### config.mk
export PLATFORM = sky130hd
export DESIGN_NAME = ucc_top
export DESIGN_NICKNAME = d
export VERILOG_FILES = /design/src/common/ucc_pkg.sv /design/src/common/ucc_cfg_if.sv /design/src/rtl/ucc_rx.sv /design/src/rtl/ucc_top.sv /design/src/rtl/ucc_tx.sv
export SDC_FILE = /design/constraint.sdc
export NUM_CORES = 1
export LEC_CHECK = 0
export ABC_AREA = 0
export BUFFER_PORTS_ARGS = -buffer_cell sky130_fd_sc_hd__buf_2
export CAP_MARGIN = 10
export CORE_MARGIN = 5
export CORE_UTILIZATION = 52
export DETAILED_ROUTE_END_ITERATION = 16
export PLACE_DENSITY = 0.78
export SLEW_MARGIN = 15
export SYNTH_ARGS = -nofsm -noshare
export SYNTH_HDL_FRONTEND = slang
export SYNTH_SLANG_ARGS = --single-unit
### constraint.sdc
create_clock -name clk_in -period 2.1 [get_ports clk_in]
set_input_delay 0.525 -clock clk_in [delete_from_list [all_inputs] [get_ports clk_in]]
set_output_delay 0.525 -clock clk_in [all_outputs]
set_load 0.02 [all_outputs]
### src/common/ucc_pkg.sv
// Package with register map, field positions and state types of the UART control block
package ucc_pkg;
    // Register byte addresses (word aligned)
    localparam logic [3:0] ADDR_LINE_FMT = 4'h0;
    localparam logic [3:0] ADDR_DIR_IRQ = 4'h4;
    localparam logic [3:0] ADDR_SW_POL = 4'h8;
    localparam logic [3:0] ADDR_DATA = 4'hC;
    // line_format_control fields
    localparam int LF_MASTER_EN = 7;
    localparam int LF_WORD_LEN = 6;
    localparam int LF_PAR_EN = 5;
    localparam int LF_PAR_HI = 4;
    localparam int LF_PAR_LO = 3;
    localparam int LF_BREAK = 2;
    localparam int LF_RX9 = 1;
    localparam int LF_TX9 = 0;
    // direction_and_irq_control fields
    localparam int DI_TX_ON = 7;
    localparam int DI_RX_ON = 6;
    localparam int DI_RX_STOP_COUNT = 5;
    localparam int DI_ADDR = 4;
    localparam int DI_WAKE = 3;
    localparam int DI_RIE = 2;
    localparam int DI_TX_IDLE_IRQ_ENABLE = 1;
    localparam int DI_TX_EMPTY_IRQ_ENABLE = 0;
    // single_wire_polarity_control fields
    localparam int SP_TX_INV = 2;
    localparam int SP_RX_INV = 1;
    localparam int SP_SWM = 0;
    localparam logic [7:0] SP_MASK = 8'h07;
    // Reset values
    localparam logic [7:0] LF_RESET = 8'h00;
    localparam logic [7:0] DI_RESET = 8'h00;
    localparam logic [7:0] SP_RESET = 8'h00;
    // Parity types
    localparam logic [1:0] PAR_EVEN = 2'h0;
    localparam logic [1:0] PAR_ODD = 2'h1;
    localparam logic [1:0] PAR_MARK = 2'h2;
    localparam logic [1:0] PAR_SPACE = 2'h3;
    // Break length in bit periods, transmitter stop bits
    localparam int BREAK_BITS = 13;
    localparam int TX_STOP_BITS = 2;
    // Default bit period in clocks
    localparam int BIT_CLKS_DEFAULT = 16;
    typedef enum logic [2:0] {
        UCC_TX_IDLE, UCC_TX_START, UCC_TX_DATA, UCC_TX_PAR, UCC_TX_STOP,
        UCC_TX_BRK
    } ucc_tx_state_e;
    typedef enum logic [2:0] {
        UCC_RX_IDLE, UCC_RX_START, UCC_RX_DATA, UCC_RX_PAR, UCC_RX_STOP
    } ucc_rx_state_e;
endpackage : ucc_pkg

### src/common/ucc_cfg_if.sv
// Interface carrying line configuration from the register file to the engines
`timescale 1ns/1ps
`default_nettype none
interface ucc_cfg_if;
    logic nine_bit;
    logic par_en;
    logic [1:0] par_type;
    logic two_rx_stop_count;
    logic run;
    logic [15:0] bit_clks;
    modport ctl (output nine_bit, par_en, par_type, two_rx_stop_count, run, bit_clks);
    modport eng (input nine_bit, par_en, par_type, two_rx_stop_count, run, bit_clks);
endinterface : ucc_cfg_if
`default_nettype wire

### src/rtl/ucc_rx.sv
// Receive engine: samples mid bit, checks parity and stop bits
`timescale 1ns/1ps
`default_nettype none
module ucc_rx (
    input wire logic clk_in,
    input wire logic nrst_in,
    ucc_cfg_if.eng cfg,
    input wire logic line_in,
    output logic done_out,
    output logic [8:0] data_out,
    output logic perr_out,
    output logic ferr_out,
    output logic idle_out
);
    ucc_pkg::ucc_rx_state_e st_q;
    logic [15:0] cnt_q;
    logic [3:0] bit_q;
    logic [8:0] sh_q;
    logic par_q;
    logic done_q;
    logic perr_q;
    logic ferr_q;
    wire mid = (cnt_q == {1'b0, cfg.bit_clks[15:1]});
    wire tick = (cnt_q == cfg.bit_clks - 16'h0001);
    wire [3:0] nbits = cfg.nine_bit ? 4'h9 : 4'h8;
    wire [3:0] nstops = cfg.two_rx_stop_count ? 4'h2 : 4'h1;
    wire exp_par = (cfg.par_type == ucc_pkg::PAR_EVEN) ? par_q :
                   (cfg.par_type == ucc_pkg::PAR_ODD) ? ~par_q :
                   (cfg.par_type == ucc_pkg::PAR_MARK);
    assign done_out = done_q;
    assign perr_out = perr_q;
    assign ferr_out = ferr_q;
    assign idle_out = (st_q == ucc_pkg::UCC_RX_IDLE);
    // Data right aligned, 8-bit words in the low byte
    assign data_out = cfg.nine_bit ? sh_q : {1'b0, sh_q[8:1]};
    ////////////////////////////////////////////////////////////////////////
    // Frame sampler; stop of run aborts reception
    always_ff @(posedge clk_in) begin
        if (!nrst_in || !cfg.run) begin
            st_q <= ucc_pkg::UCC_RX_IDLE;
            cnt_q <= 16'h0000;
            bit_q <= 4'h0;
            sh_q <= 9'h000;
            par_q <= 1'b0;
            done_q <= 1'b0;
            perr_q <= 1'b0;
            ferr_q <= 1'b0;
        end else begin
            done_q <= 1'b0;
            cnt_q <= (tick || st_q == ucc_pkg::UCC_RX_IDLE) ? 16'h0000 :
                     cnt_q + 16'h0001;
            case (st_q)
                ucc_pkg::UCC_RX_IDLE: begin
                    bit_q <= 4'h0;
                    par_q <= 1'b0;
                    ferr_q <= 1'b0;
                    if (!line_in)
                        st_q <= ucc_pkg::UCC_RX_START;
                end
                ucc_pkg::UCC_RX_START: begin
                    if (mid && line_in)
                        st_q <= ucc_pkg::UCC_RX_IDLE;
                    else if (tick)
                        st_q <= ucc_pkg::UCC_RX_DATA;
                end
                ucc_pkg::UCC_RX_DATA: begin
                    if (mid) begin
                        sh_q <= {line_in, sh_q[8:1]};
                        par_q <= par_q ^ line_in;
                    end
                    if (tick) begin
                        bit_q <= bit_q + 4'h1;
                        if (bit_q == nbits - 4'h1) begin
                            bit_q <= 4'h0;
                            st_q <= cfg.par_en ? ucc_pkg::UCC_RX_PAR :
                                    ucc_pkg::UCC_RX_STOP;
                        end
                    end
                end
                ucc_pkg::UCC_RX_PAR: begin
                    if (mid)
                        perr_q <= (line_in != exp_par);
                    if (tick)
                        st_q <= ucc_pkg::UCC_RX_STOP;
                end
                ucc_pkg::UCC_RX_STOP: begin
                    if (mid && !line_in)
                        ferr_q <= 1'b1;
                    if (tick) begin
                        bit_q <= bit_q + 4'h1;
                        if (bit_q == nstops - 4'h1) begin
                            st_q <= ucc_pkg::UCC_RX_IDLE;
                            done_q <= 1'b1;
                        end
                    end
                end
                default: st_q <= ucc_pkg::UCC_RX_IDLE;
            endcase
            if (st_q == ucc_pkg::UCC_RX_IDLE && !line_in && !cfg.par_en)
                perr_q <= 1'b0;
        end
    end
endmodule : ucc_rx
`default_nettype wire

### src/rtl/ucc_top.sv
// UART control block: registers, pin steering, flags and interrupt request
//
// The implementer's own choices: the placing of the registers and register access over Avalon-MM.
`timescale 1ns/1ps
`default_nettype none
module ucc_top #(
    parameter int BIT_CLKS = ucc_pkg::BIT_CLKS_DEFAULT
) (
    input wire logic clk_in,
    input wire logic nrst_in,
    input wire logic [3:0] avs_address,
    input wire logic avs_read,
    input wire logic avs_write,
    input wire logic [31:0] avs_writedata,
    output logic [31:0] avs_readdata,
    output logic avs_waitrequest,
    input wire logic clock_stopped_in,
    input wire logic tx_pin_in,
    output logic tx_pin_out,
    output logic tx_pin_oe_n_out,
    input wire logic shared_pin_in,
    output logic shared_pin_out,
    output logic shared_pin_oe_n_out,
    output logic wake_req_out,
    output logic irq_out
);
    ucc_cfg_if cfg_tx ();
    ucc_cfg_if cfg_rx ();
    logic [7:0] lf_q;
    logic [7:0] di_q;
    logic [7:0] sp_q;
    logic [7:0] rd_q;
    logic ack_q;
    logic rx9_q;
    logic [7:0] rxd_q;
    logic [8:0] txd_q;
    logic tx_full_q;
    logic rx_ready_q;
    logic overrun_q;
    logic perr_q;
    logic ferr_q;
    logic addr_hit_q;
    logic wake_q;
    logic pin_prev_q;
    logic tx_busy;
    logic tx_line;
    logic rx_done;
    logic [8:0] rx_word;
    logic rx_perr;
    logic rx_ferr;
    logic rx_idle;
    ////////////////////////////////////////////////////////////////////////
    // Decode
    wire master_on = lf_q[ucc_pkg::LF_MASTER_EN];
    wire tx_run = di_q[ucc_pkg::DI_TX_ON] && master_on;
    wire rx_run = di_q[ucc_pkg::DI_RX_ON] && master_on;
    wire single_line_select = sp_q[ucc_pkg::SP_SWM];
    wire req = (avs_read || avs_write) && !ack_q;
    wire wr = avs_write && !ack_q;
    wire wr_lf = wr && avs_address == ucc_pkg::ADDR_LINE_FMT;
    wire wr_di = wr && avs_address == ucc_pkg::ADDR_DIR_IRQ;
    wire wr_sp = wr && avs_address == ucc_pkg::ADDR_SW_POL;
    wire wr_data = wr && avs_address == ucc_pkg::ADDR_DATA;
    wire rd_data = avs_read && !ack_q && avs_address == ucc_pkg::ADDR_DATA;
    wire master_off = wr_lf && !avs_writedata[ucc_pkg::LF_MASTER_EN];
    wire nine = lf_q[ucc_pkg::LF_WORD_LEN];
    // Address bit: ninth bit in 9-bit format, data bit seven otherwise
    wire addr_bit = nine ? rx_word[8] : rx_word[7];
    wire keep = !di_q[ucc_pkg::DI_ADDR] || addr_bit;
    wire rx_take = rx_done && keep;
    wire tx_load = tx_full_q && !tx_busy && tx_run;
    wire tx_idle_flag = !tx_full_q && !tx_busy;
    wire tx_empty_flag = !tx_full_q;
    // Receive side: shared pin, optionally inverted
    wire rx_line = shared_pin_in ^ sp_q[ucc_pkg::SP_RX_INV];
    // Single-wire: shared pin transmits only if receiver is off
    wire tx_on_shared = single_line_select && tx_run && !rx_run;
    wire tx_level = tx_line ^ sp_q[ucc_pkg::SP_TX_INV];
    logic unused_pin;
    assign unused_pin = tx_pin_in;
    ////////////////////////////////////////////////////////////////////////
    // Configuration carried to the engines
    assign cfg_tx.nine_bit = nine;
    assign cfg_tx.par_en = lf_q[ucc_pkg::LF_PAR_EN];
    assign cfg_tx.par_type = lf_q[ucc_pkg::LF_PAR_HI:ucc_pkg::LF_PAR_LO];
    assign cfg_tx.two_rx_stop_count = 1'b1;
    assign cfg_tx.run = tx_run;
    assign cfg_tx.bit_clks = 16'(BIT_CLKS);
    assign cfg_rx.nine_bit = nine;
    assign cfg_rx.par_en = lf_q[ucc_pkg::LF_PAR_EN];
    assign cfg_rx.par_type = lf_q[ucc_pkg::LF_PAR_HI:ucc_pkg::LF_PAR_LO];
    assign cfg_rx.two_rx_stop_count = di_q[ucc_pkg::DI_RX_STOP_COUNT];
    assign cfg_rx.run = rx_run;
    assign cfg_rx.bit_clks = 16'(BIT_CLKS);
    ////////////////////////////////////////////////////////////////////////
    // Engines
    ucc_tx u_tx (
        .clk_in(clk_in),
        .nrst_in(nrst_in),
        .cfg(cfg_tx),
        .load_in(tx_load),
        .data_in(txd_q),
        .brk_in(lf_q[ucc_pkg::LF_BREAK]),
        .busy_out(tx_busy),
        .line_out(tx_line)
    );
    ucc_rx u_rx (
        .clk_in(clk_in),
        .nrst_in(nrst_in),
        .cfg(cfg_rx),
        .line_in(rx_line),
        .done_out(rx_done),
        .data_out(rx_word),
        .perr_out(rx_perr),
        .ferr_out(rx_ferr),
        .idle_out(rx_idle)
    );
    ////////////////////////////////////////////////////////////////////////
    // Pins: low enable means driven; floating when off
    assign tx_pin_out = tx_level;
    assign tx_pin_oe_n_out = !(tx_run && !single_line_select);
    assign shared_pin_out = tx_level;
    assign shared_pin_oe_n_out = !tx_on_shared;
    assign wake_req_out = wake_q;
    // Interrupt request, OR of enabled sources
    assign irq_out = (di_q[ucc_pkg::DI_RIE] && (rx_ready_q || overrun_q))
        || (di_q[ucc_pkg::DI_TX_IDLE_IRQ_ENABLE] && tx_idle_flag)
        || (di_q[ucc_pkg::DI_TX_EMPTY_IRQ_ENABLE] && tx_empty_flag)
        || (di_q[ucc_pkg::DI_ADDR] && addr_hit_q)
        || wake_q;
    // Avalon answer: one wait cycle, then ack
    assign avs_waitrequest = (avs_read || avs_write) && !ack_q;
    assign avs_readdata = {24'h000000, rd_q};
    ////////////////////////////////////////////////////////////////////////
    // Bus handshake and read data
    always_ff @(posedge clk_in) begin
        if (!nrst_in) begin
            ack_q <= 1'b0;
            rd_q <= 8'h00;
        end else begin
            ack_q <= req;
            if (avs_read && !ack_q) begin
                case (avs_address)
                    ucc_pkg::ADDR_LINE_FMT: rd_q <= {lf_q[7:2], rx9_q, 1'b0};
                    ucc_pkg::ADDR_DIR_IRQ: rd_q <= di_q;
                    ucc_pkg::ADDR_SW_POL: rd_q <= sp_q & ucc_pkg::SP_MASK;
                    ucc_pkg::ADDR_DATA: rd_q <= rxd_q;
                    default: rd_q <= 8'h00;
                endcase
            end
        end
    end
    // Control registers; master off clears transmitter and receiver enables and break
    always_ff @(posedge clk_in) begin
        if (!nrst_in) begin
            lf_q <= ucc_pkg::LF_RESET;
            di_q <= ucc_pkg::DI_RESET;
            sp_q <= ucc_pkg::SP_RESET;
        end else begin
            if (wr_lf) begin
                lf_q <= avs_writedata[7:0];
                if (master_off)
                    lf_q[ucc_pkg::LF_BREAK] <= 1'b0;
            end
            if (wr_di)
                di_q <= avs_writedata[7:0];
            if (master_off || !master_on) begin
                di_q[ucc_pkg::DI_TX_ON] <= 1'b0;
                di_q[ucc_pkg::DI_RX_ON] <= 1'b0;
            end
            if (wr_sp)
                sp_q <= avs_writedata[7:0] & ucc_pkg::SP_MASK;
        end
    end
    // Transmit holding word with ninth bit
    always_ff @(posedge clk_in) begin
        if (!nrst_in || !tx_run) begin
            txd_q <= 9'h000;
            tx_full_q <= 1'b0;
        end else if (wr_data) begin
            txd_q <= {lf_q[ucc_pkg::LF_TX9] && nine, avs_writedata[7:0]};
            tx_full_q <= 1'b1;
        end else if (tx_load) begin
            tx_full_q <= 1'b0;
        end
    end
    // Receive flags; an arriving word wins over a read clear
    always_ff @(posedge clk_in) begin
        if (!nrst_in || !rx_run) begin
            rx_ready_q <= 1'b0;
            overrun_q <= 1'b0;
            perr_q <= 1'b0;
            ferr_q <= 1'b0;
            addr_hit_q <= 1'b0;
            rxd_q <= 8'h00;
            rx9_q <= 1'b0;
        end else if (rx_take) begin
            rx_ready_q <= 1'b1;
            overrun_q <= overrun_q || (rx_ready_q && !rd_data);
            rxd_q <= rx_word[7:0];
            rx9_q <= nine && rx_word[8];
            perr_q <= rx_perr;
            ferr_q <= rx_ferr;
            addr_hit_q <= di_q[ucc_pkg::DI_ADDR];
        end else if (rd_data) begin
            rx_ready_q <= 1'b0;
            overrun_q <= 1'b0;
            addr_hit_q <= 1'b0;
        end
    end
    // Wake request only while core clock is stopped
    always_ff @(posedge clk_in) begin
        if (!nrst_in) begin
            pin_prev_q <= 1'b1;
            wake_q <= 1'b0;
        end else begin
            pin_prev_q <= rx_line;
            if (clock_stopped_in && di_q[ucc_pkg::DI_WAKE] && pin_prev_q
                && !rx_line)
                wake_q <= 1'b1;
            else if (!clock_stopped_in)
                wake_q <= 1'b0;
        end
    end
    logic unused_st;
    assign unused_st = rx_idle ^ perr_q ^ ferr_q;
endmodule : ucc_top
`default_nettype wire

### src/rtl/ucc_tx.sv
// Transmit engine: start, data, parity, two stop bits and break
`timescale 1ns/1ps
`default_nettype none
module ucc_tx (
    input wire logic clk_in,
    input wire logic nrst_in,
    ucc_cfg_if.eng cfg,
    input wire logic load_in,
    input wire logic [8:0] data_in,
    input wire logic brk_in,
    output logic busy_out,
    output logic line_out
);
    ucc_pkg::ucc_tx_state_e st_q;
    logic [15:0] cnt_q;
    logic [3:0] bit_q;
    logic [8:0] sh_q;
    logic par_q;
    logic line_q;
    wire tick = (cnt_q == cfg.bit_clks - 16'h0001);
    wire [3:0] nbits = cfg.nine_bit ? 4'h9 : 4'h8;
    wire par_bit = (cfg.par_type == ucc_pkg::PAR_EVEN) ? par_q :
                   (cfg.par_type == ucc_pkg::PAR_ODD) ? ~par_q :
                   (cfg.par_type == ucc_pkg::PAR_MARK);
    assign busy_out = (st_q != ucc_pkg::UCC_TX_IDLE);
    assign line_out = line_q;
    ////////////////////////////////////////////////////////////////////////
    // Frame sequencer; stop of run aborts at once
    always_ff @(posedge clk_in) begin
        if (!nrst_in || !cfg.run) begin
            st_q <= ucc_pkg::UCC_TX_IDLE;
            cnt_q <= 16'h0000;
            bit_q <= 4'h0;
            sh_q <= 9'h000;
            par_q <= 1'b0;
            line_q <= 1'b1;
        end else begin
            cnt_q <= (tick || st_q == ucc_pkg::UCC_TX_IDLE) ? 16'h0000 :
                     cnt_q + 16'h0001;
            case (st_q)
                ucc_pkg::UCC_TX_IDLE: begin
                    bit_q <= 4'h0;
                    if (load_in) begin
                        st_q <= ucc_pkg::UCC_TX_START;
                        sh_q <= data_in;
                        par_q <= 1'b0;
                        line_q <= 1'b0;
                    end else if (brk_in) begin
                        st_q <= ucc_pkg::UCC_TX_BRK;
                        line_q <= 1'b0;
                    end else begin
                        line_q <= 1'b1;
                    end
                end
                ucc_pkg::UCC_TX_START: if (tick) begin
                    st_q <= ucc_pkg::UCC_TX_DATA;
                    line_q <= sh_q[0];
                end
                ucc_pkg::UCC_TX_DATA: if (tick) begin
                    par_q <= par_q ^ sh_q[0];
                    sh_q <= {1'b0, sh_q[8:1]};
                    bit_q <= bit_q + 4'h1;
                    if (bit_q == nbits - 4'h1) begin
                        bit_q <= 4'h0;
                        st_q <= cfg.par_en ? ucc_pkg::UCC_TX_PAR :
                                ucc_pkg::UCC_TX_STOP;
                        line_q <= cfg.par_en ?
                            ((cfg.par_type == ucc_pkg::PAR_EVEN) ?
                                (par_q ^ sh_q[0]) :
                             (cfg.par_type == ucc_pkg::PAR_ODD) ?
                                ~(par_q ^ sh_q[0]) :
                             (cfg.par_type == ucc_pkg::PAR_MARK)) : 1'b1;
                    end else begin
                        line_q <= sh_q[1];
                    end
                end
                ucc_pkg::UCC_TX_PAR: if (tick) begin
                    st_q <= ucc_pkg::UCC_TX_STOP;
                    line_q <= 1'b1;
                end
                ucc_pkg::UCC_TX_STOP: if (tick) begin
                    bit_q <= bit_q + 4'h1;
                    if (bit_q == 4'(ucc_pkg::TX_STOP_BITS - 1))
                        st_q <= ucc_pkg::UCC_TX_IDLE;
                end
                ucc_pkg::UCC_TX_BRK: begin
                    line_q <= 1'b0;
                    if (tick && bit_q != 4'(ucc_pkg::BREAK_BITS))
                        bit_q <= bit_q + 4'h1;
                    if (!brk_in && bit_q == 4'(ucc_pkg::BREAK_BITS)) begin
                        st_q <= ucc_pkg::UCC_TX_IDLE;
                        line_q <= 1'b1;
                    end
                end
                default: st_q <= ucc_pkg::UCC_TX_IDLE;
            endcase
        end
    end
    logic unused_par;
    assign unused_par = par_bit;
endmodule : ucc_tx
`default_nettype wire

* Word level (Yosys, flattened, before mapping)
Cells that the tools add are included.
** Storage, ports and cells
- Register bits :: 119
- Bits of input ports :: 43
- Output and inout bits :: 39
- Logic and storage cells :: 221
** Operators by class
- Add/sub/neg operators :: 6
- Eq/ne operators :: 41
- Mux-type cells :: 60
- Bitwise logic cells :: 7
- Reductions and logical operators :: 81
** Operator list (number)
- 3-bit two-way mux :: 18
- 16-bit by 4-bit == test with 1-bit output (second input constant) :: 3
- 16-bit by 1-bit adder with 16-bit output (second input constant) :: 2
- 8-bit one-hot mux with 4 select lines :: 1
- 1-bit logical AND :: 31
- 4-bit two-way mux :: 7
- 2-bit by 1-bit inequality test with 1-bit output (second input constant) :: 14
- 9-bit two-way mux :: 3
- 1-bit two-way mux :: 23
- 3-bit one-hot mux with 6 select lines :: 1
- 9-bit one-hot mux with 2 select lines :: 1
- 4-bit one-hot mux with 4 select lines :: 1
- 1-bit zero test :: 15
- 3-bit one-hot mux with 5 select lines :: 1
- 1-bit logical OR :: 13
- 3-bit by 2-bit == test with 1-bit output (second input constant) :: 4
- 4-bit == test :: 3
- 4-bit == test (second input constant) :: 3
- 4-bit one-hot mux with 3 select lines :: 1
- 3-bit == test (second input constant) :: 3
- 4-bit by 1-bit adder with 4-bit output (second input constant) :: 2
- 4-bit AND reduction :: 2
- 8-bit AND reduction :: 1
- 4-bit by 1-bit subtractor with 4-bit output (second input constant) :: 2
- 26 further kinds :: 40

* Depth between registers and ports, before layout
Gate-level depths: netlist of the first run.
- Word-level depth :: 8
- Mapped depth :: 8
- Depth with buffers taken out :: 7

* By module
Synthesis of the first run repeated with hierarchy kept, for this count alone.
** Second synthesis, totals
- Cells, all modules :: 889
- Area total of the unflattened synthesis :: 7564.8 um^2
** By module, submodules not included
- ucc_rx :: times used 1, cells an instance 313, area an instance 2586.2 um^2, seq. area each 720.7 um^2
- ucc_tx :: times used 1, cells an instance 310, area an instance 2563.7 um^2, seq. area each 680.7 um^2
- ucc_top :: times used 1, cells an instance 266, area an instance 2414.8 um^2, seq. area each 1021.0 um^2

* Worst setup path before layout of the first run
No wires, ideal clock.
- Path kind :: reg-to-reg
- Start :: register u_tx.cnt_q[0]
- End :: register u_tx.bit_q[2]
- Setup time :: 70 ps
- Data arrival time :: 1963 ps
- Required time :: 2030 ps
- Slack :: 67 ps
- Cell stages (with the launch flop) :: 7
- Path buffers :: 0
- Clock period less this slack :: 2033 ps
- Path through :: dfxtp_1 > ha_1 > and3_1 > nand4_2 > maj3_2 > or4_1 > a21oi_1
** Between the ends
- Cells in the longest elaborated chain, start to end :: 4
- Elaborated cells on any way between the ends :: 6
- Classes of those cells :: eq/ne: 4; reduce/logical: 2
** RTL lines
- from (decl) :: line ucc_tx.sv:15 : logic [15:0] cnt_q;
- from (signal assigned) :: line ucc_tx.sv:38 : cnt_q <= (tick || st_q == ucc_pkg::UCC_TX_IDLE) ? 16'h0000 :
- 16-bit by 4-bit == test with 1-bit output * :: line ucc_tx.sv:20 : wire tick = (cnt_q == cfg.bit_clks - 16'h0001);
- 1-bit logical AND :: line ucc_tx.sv:88 : if (tick && bit_q != 4'(ucc_pkg::BREAK_BITS))
- 2-bit by 1-bit inequality test with 1-bit output (no source line)
- 4-bit AND reduction (no source line) *
- to (signal assigned) :: line ucc_tx.sv:62 : bit_q <= bit_q + 4'h1;
- to (signal assigned) :: line ucc_tx.sv:82 : bit_q <= bit_q + 4'h1;
- to (signal assigned) :: line ucc_tx.sv:89 : bit_q <= bit_q + 4'h1;
- to (decl) :: line ucc_tx.sv:16 : logic [3:0] bit_q;
Every way passes the cells marked *; elsewhere a longest branch is shown, timed or not.
A chain may end at the register's enable or synchronous reset.

* Worst setup path after layout of the first run
- Start :: register u_tx.st_q[0]
- End :: output port irq_out
** Between the ends
- Cells in the longest elaborated chain, start to end :: 8
** RTL lines
- from (decl) :: line ucc_tx.sv:14 : ucc_pkg::ucc_tx_state_e st_q;
- from (signal assigned) :: line ucc_tx.sv:31 : st_q <= ucc_pkg::UCC_TX_IDLE;
- from (signal assigned) :: line ucc_tx.sv:44 : st_q <= ucc_pkg::UCC_TX_START;
- from (signal assigned) :: line ucc_tx.sv:49 : st_q <= ucc_pkg::UCC_TX_BRK;
- 3-bit nonzero test :: line ucc_tx.sv:25 : assign busy_out = (st_q != ucc_pkg::UCC_TX_IDLE);
- 1-bit zero test :: line ucc_top.sv:72 : wire tx_idle_flag = !tx_full_q && !tx_busy;
- 1-bit logical AND :: line ucc_top.sv:72
- 1-bit logical AND :: line ucc_top.sv:127 : || (di_q[ucc_pkg::DI_TX_IDLE_IRQ_ENABLE] && tx_idle_flag)
- 1-bit logical OR :: line ucc_top.sv:127
- 1-bit logical OR :: line ucc_top.sv:128 : || (di_q[ucc_pkg::DI_TX_EMPTY_IRQ_ENABLE] && tx_empty_flag)
- 1-bit logical OR :: line ucc_top.sv:129 : || (di_q[ucc_pkg::DI_ADDR] && addr_hit_q)
- 1-bit logical OR :: line ucc_top.sv:130 : || wake_q;
- to (decl) :: line ucc_top.sv:25 : output logic irq_out
No other way between the ends.

==> results of run 1 <==
==> logic make-up (layout without fill, tap and decap cells) <==
group | count (synthesis) | count (layout) | synth area share [%]
XOR/XNOR | 33 | 33 | 5.01
other | 1 | 24 | 0.0650
AND/OR/NAND/NOR | 265 | 265 | 24.0
multiplexers | 40 | 40 | 7.39
buffers and inverters | 83 | 114 | 7.13
AO/OA/AOI/OAI | 124 | 124 | 13.9
flip-flops | 118 | 118 | 40.9
adder cells (fa/ha/maj) | 7 | 7 | 1.50
==> placed cells by master, fill, tap and decap left out, drive strengths merged, types with 9 or more instances in the layout <==
cell and n:
dfxtp 118, nor2 73, buf 63, nand2 46, nand3 42, mux2i 37
a21oi 34, o21ai 26, nor2b 25, conb 24, inv 21, xnor2 19
clkbuf 17, a211oi 14, xor2 14, nor3 14, nor4 11, a311oi 9
a22oi 9, and3 9, clkinv 9
==> worst min path at each step <==
stage                                from                   endpoint  slack (ps)  cells past startpoint
floorplan           txd_q[8]$_SDFFE_PP0P_      txd_q[8]$_SDFFE_PP0P_         430                      2
global placement    txd_q[2]$_SDFFE_PP0P_      txd_q[2]$_SDFFE_PP0P_         450                      2
detailed placement  txd_q[4]$_SDFFE_PP0P_      txd_q[4]$_SDFFE_PP0P_         450                      2
CTS                      clock_stopped_in  wake_req_out$_SDFFE_PN0P_         230                      3
global route             clock_stopped_in  wake_req_out$_SDFFE_PN0P_         270                      3
finish                   clock_stopped_in  wake_req_out$_SDFFE_PN0P_         250                      3
==> tightest hold or removal path: cells and delay by family <==
| kind | cells | cell delay (ps) |
|---|---|---|
| and+or+nand+nor | 2 | 100 |
| buffers and inverters | 1 | 100 |
==> state kept, by name, indices dropped and copies added, names as in the netlist, 3 cells and up <==
name / count
di_q: 8
lf_q: 7
rd_q: 8
rxd_q: 8
sp_q: 3
txd_q: 9
u_rx.bit_q: 4
u_rx.cnt_q: 16
u_rx.sh_q: 9
u_rx.st_q: 3
u_tx.bit_q: 4
u_tx.cnt_q: 16
u_tx.sh_q: 9
u_tx.st_q: 3
==> layout make-up <==
type,instances,share of cell area [%]
Multi-Input combinational cell,493,46.8
Sequential cell,118,35.2
Clock buffer,17,6.16
Timing Repair Buffer,63,5.88
Tap cell,140,2.61
Clock inverter,15,2.33
Inverter,19,1.06
==> through the flow <==
stage	hold WS, ps	area, µm²	cells
after global placement	450	6090	833
final	249	6720	865
after detailed placement	451	6090	833
after global routing	267	6720	865
after floorplan	432	5860	694
after CTS	235	6680	865
==> report_power, final <==
part,internal [mW],switching [mW],leakage (nW)
Clock,1.69,1.05,0.278
Combinational,0.0439,0.103,1.11
Sequential,2.25,0.00558,0.952
Total,3.98,1.16,2.34
==> layer usage <==
layer / up-vias / track usage, %
met5: - / 0
met2: 129 / 35.0
met3: 22 / 4.74
li1: 2440 / -
met1: 2388 / 25.6
met4: 0 / 5.56
==> timing repair <==
item | CTS | global route
endpoints found under the setup margin | 1 | 12
gates resized for setup | 5 | 10
pin swaps | 0 | 1
==> run_results.csv, run 1 <==
group,metric,value,unit
run_status,status,"complete, but fails checks",
run_status,violations,"negative setup slack",
setup_path,slowest_stage,"dfxtp_2",
placed_design,io_buffers,32,
finish,nNetsFinal,761,
detailed_routing,met3_wirelength,657,µm
global_route,grt_pass1_wl,22.1,mm
setup_path,rrSetupSlack,150,ps
sta,layout_setup_ws,-50.5,ps
sta,fin_crit_sh,102,%
die,die_w,115,µm
placed_design,place.gp.congestion,0.854,
die,io_pins,82,
setup_path,worstSetupStartpointType,"flip-flop",
finish,regArea,2360,µm²
detailed_routing,drtAntennaViolNets,0,
global_route,grt.total_usage,20.3,%
die,dieHeight,115,µm
global_route,overflow,0,
logic_synthesis,synth_area,5770,µm²
setup_path,path_buf_inv,1,
logic_synthesis,synth_seq_area_share,40.9,%
setup_path,crit_chain,"nor3_4, a21oi_2, o211ai_1, buf_4",
detailed_routing,drt-pass1-iter-count,5,
global_route,grt_pass1_vias,4706,
clocking,numCtsBuffers,17,
logic_synthesis,yosys.cell_count.top_type,"dfxtp_1",
sta,fin_worst_skew,6.65,ps
sta,rsz0062_at_grt,"true",
logic_synthesis,synth_cells,671,
setup_path,critical_path_depth,4,
clocking,cts_tree,"yes",
placed_design,hpwl,9.46,mm
logic_synthesis,ys_ff_latch,118,
setup_path,crit_required,1570,ps
detailed_routing,wl,13.3,mm
setup_path,cp_data_arrival_time,1630,ps
clocking,clock_path_buffers,2,
setup_path,critical_path.top_delay_family,"flip-flops",
detailed_routing,via_per_inst,5.76,
sta,tightest_slew,594,ps
finish,multi_input_area,3140,µm²
power_and_ir_drop,vdd_ir_drop_max,0.609,mV
logic_synthesis,synth_edf_count,0,
die,die-area,13300,µm²
clocking,clk-insertion-delay-late,510,ps
clocking,cts-root-buf,"clkbuf_8",
clocking,hold_buffers,0,
global_route,antenna_found_initial,0,
power_and_ir_drop,p_total,5.14,mW
placed_design,post-place-ws,89.5,ps
logic_synthesis,synth_cell_types,61,
sta,final_hold_viol_count,0,
sta,setup_tns,-50.5,ps
logic_synthesis,ys.flop_type,"dfxtp_1",
setup_path,crit_fanout,2,
logic_synthesis,synthTopCellsByCount,"dfxtp_1 (118), nor2_1 (72), nand2_1 (46)",
logic_synthesis,syn_avg_cell_area,8.60,µm²
detailed_routing,wl_met1,5.78,mm
sta,slew_viol_final,0,
setup_path,worstSetupEndpoint,"irq_out",
detailed_routing,dr_wl_met2,6.69,mm
finish,syn_to_final_growth,16.5,%
finish,num-fill-cells,906,
setup_path,startpoint,"u_tx.st_q[0]$_SDFFE_PP0P_",
logic_synthesis,yosys.area.top_type_share,40.9,%
finish,final_util,62.0,%
detailed_routing,dr_total_vias,4979,
clocking,postCtsSetupBuffers,0,
sta,max_slew_margin,60.0,%
die,start_util,53.2,%
finish,diodes,0,
sta,max_clock_freq,465,MHz
logic_synthesis,yosys_warnings,0,
detailed_routing,drc_errors,0,
power_and_ir_drop,pwr_density_cell,765,nW/µm²
logic_synthesis,synthTopCellsByArea,"dfxtp_1 (41%), mux2i_1 (6.4%), nor2_1 (4.7%)",
setup_path,r2r-end,"u_tx.bit_q[3]$_SDFFE_PP0P_",
logic_synthesis,yosysTopAreaCell,"dfxtp_1",
setup_path,rr_startpoint,"u_tx.cnt_q[1]$_SDFF_PP0_",
detailed_routing,wl_per_cell,15.4,µm
sta,finalSetupViolCount,1,
power_and_ir_drop,p_leak,2.34,nW
clocking,clk_pin_slew_worst_paths,60,ps
clocking,h-tree-depth,4,
detailed_routing,drt-initial-drc-count,369,
setup_path,reg2regPathDepth,6,
setup_path,path_class,"flip-flop to primary output",
sta,fin_crit,2150,ps
clocking,clock-sinks,118,
die,core_area,10800,µm²
run,maxCapViolations,0,
finish,drive_gt1_share,17.2,%
setup_path,crit_path_end_kind,"primary output",
detailed_routing,top_layer,"met4",
die,rows,38,
setup_path,crit_path_max_incr_delay,330,ps
min_path,hold_class,"input pin to flip-flop",
global_route,grt_max_degree,28,
logic_synthesis,async_flop_share,0,%
Power figures use the tool's default switching activity.
==> run 2, diff against run 1 <==
CELL_PAD_IN_SITES_DETAIL_PLACEMENT = 0   (was unset)
CELL_PAD_IN_SITES_GLOBAL_PLACEMENT = 1   (was unset)
CORE_UTILIZATION = 39   (was 52)
SETUP_SLACK_MARGIN = 0.2   (was unset)
SLEW_MARGIN = 10   (was 15)
==> run 2 against run 1 <==
  * The run now ends clean
  * Clock skew rose by 3.1 ps
  * Via count fell by 3.1%
  * Routed wire length fell by 1.4%
  * Worst hold slack improved by 110 ps
  * Critical path depth rose by 1
  * Highest routed layer unchanged
  * Cell area rose by 5.1%
  * First-iteration DRC count rose by 2.7%
  * Flip-flop and latch count did not move
==> run_results.csv, run 2 (synthesis results as in run 1) <==
group,metric,value,unit
setup_path,rrSetupSlack,180,ps
power_and_ir_drop,pwr_density_cell,791,nW/µm²
die,die_w,132,µm
die,dieHeight,132,µm
detailed_routing,wl_per_cell,14.3,µm
clocking,numCtsBuffers,17,
die,io_pins,82,
sta,max_clock_freq,492,MHz
setup_path,crit_fanout,4,
sta,final_hold_viol_count,0,
setup_path,critical_path.top_delay_family,"buffers and inverters",
sta,finalSetupViolCount,0,
finish,syn_to_final_growth,22.4,%
detailed_routing,drt-initial-drc-count,379,
run,maxCapViolations,0,
run_status,status,"finished clean",
clocking,hold_buffers,0,
finish,final_util,48.6,%
detailed_routing,drt-pass1-iter-count,5,
power_and_ir_drop,p_leak,2.43,nW
detailed_routing,drc_errors,0,
clocking,h-tree-depth,4,
sta,slew_viol_final,0,
sta,rsz0062_at_grt,"true",
die,start_util,39.7,%
setup_path,slowest_stage,"dfxtp_2",
die,core_area,14500,µm²
clocking,clock_path_buffers,2,
placed_design,placedCellCount,875,
detailed_routing,drtAntennaViolNets,0,
detailed_routing,dr_total_vias,4826,
finish,final_cell_mix,"dfxtp_1 (109), nor2_1 (71), nand2_1 (46)",
clocking,cts_tree,"yes",
placed_design,hpwl,9.23,mm
detailed_routing,via_per_inst,5.27,
setup_path,path_buf_inv,2,
sta,fin_worst_skew,9.72,ps
global_route,overflow,0,
global_route,antenna_found_initial,0,
finish,layout.cells.most_common,"dfxtp_1",
clocking,clk-insertion-delay-late,410,ps
finish,drive_gt1_share,20.4,%
power_and_ir_drop,vdd_ir_drop_max,0.712,mV
setup_path,crit_required,1570,ps
placed_design,io_buffers,32,
setup_path,worstSetupStartpointType,"flip-flop",
sta,fin_crit_sh,96.8,%
global_route,grt.total_usage,15.0,%
finish,diodes,0,
setup_path,crit_path_max_incr_delay,320,ps
finish,nNetsFinal,767,
finish,finalNonFillerCells,915,
global_route,grt_pass1_wl,21.9,mm
die,die-area,17300,µm²
finish,stdcell_area,7070,µm²
sta,setup_tns,0,ps
setup_path,crit_path_frequent_cell,"buf_4",
sta,tightest_slew,569,ps
global_route,grt_max_degree,28,
sta,fin_crit,2030,ps
setup_path,crit_chain,"nor3_2, buf_4, a21oi_2, o211ai_1, buf_4",
power_and_ir_drop,p_total,5.59,mW
die,rows,44,
placed_design,place.gp.congestion,0.835,
global_route,grt_pass1_vias,4552,
finish,num-fill-cells,1367,
finish,reg.largest.list,"u_rx.cnt_q: 16 flops, u_tx.cnt_q: 16 flops",
sta,max_slew_margin,62.1,%
clocking,clk_pin_slew_worst_paths,50,ps
min_path,hold_class,"input pin to flip-flop",
clocking,cts-root-buf,"clkbuf_16",
sta,layout_setup_ws,67.3,ps
setup_path,cp_data_arrival_time,1510,ps
detailed_routing,wl,13.1,mm
clocking,clock-sinks,118,
sta,hold_ws,361,ps
placed_design,post-place-ws,42.8,ps
setup_path,crit_path_end_kind,"primary output",
placed_design,place_area,6180,µm²
setup_path,path_class,"flip-flop to primary output",
run 2: cell count changes in the layout (fill, tap and decap cells not counted), moves of 3 or more:
cell and change:
clkbuf_8 +3, clkinv_4 -5, nor4_1 -5, bufinv_16 +3, nor4_2 +5, dfxtp_1 -7, dfxtp_4 +5
run 2: routing by layer:
layer	wire length, µm	track usage [%]	part of all wire, %	vias to the layer above
met3	574	4.01	4.4	7
li1	-	-	-	2443
met5	0	0	0	-
met4	106	4.46	0.81	0
met2	6070	23.4	46	95
met1	6380	20.4	49	2281
run 2: layout make-up:
cell class / instances / area (µm²) / share of cell area, %
repair buffers: 69 / 458 / 6.48
clock inverters: 9 / 170 / 2.41
inverters: 19 / 71.3 / 1.01
multi-input cells: 493 / 3260 / 46.2
clock buffers: 23 / 488 / 6.91
well taps: 184 / 230 / 3.26
flip-flops and latches: 118 / 2390 / 33.8
run 2: final timing paths:
path	to	cells past startpoint	start
min	wake_req_out$_SDFFE_PN0P_	3	clock_stopped_in
min reg2reg	u_tx.cnt_q[0]$_SDFF_PP0_	1	u_tx.cnt_q[0]$_SDFF_PP0_
max	irq_out	5	u_tx.st_q[0]$_SDFFE_PP0P_
max reg2reg	u_tx.bit_q[1]$_SDFFE_PP0P_	7	u_tx.cnt_q[0]$_SDFF_PP0_
run 2: power breakdown:
group	internal, mW	switching (mW)
clock network	2.22	0.970
registers	2.24	0.00537
logic	0.0439	0.103
total	4.51	1.08
run 2: what timing repair did:
action,CTS,global route
gates cloned,0,1
buffers inserted,4,3
pin swaps,17,14
resized for setup,24,21
setup endpoints to repair,10,35
run 2: worst register-to-register path, cell delays in order (launching register included):
cell and delay (ps):
dfxtp_4 370, ha_4 160, and3_4 220, nand4_4 100, maj3_2 370, buf_6 140
or3_4 380, a21oi_2 120
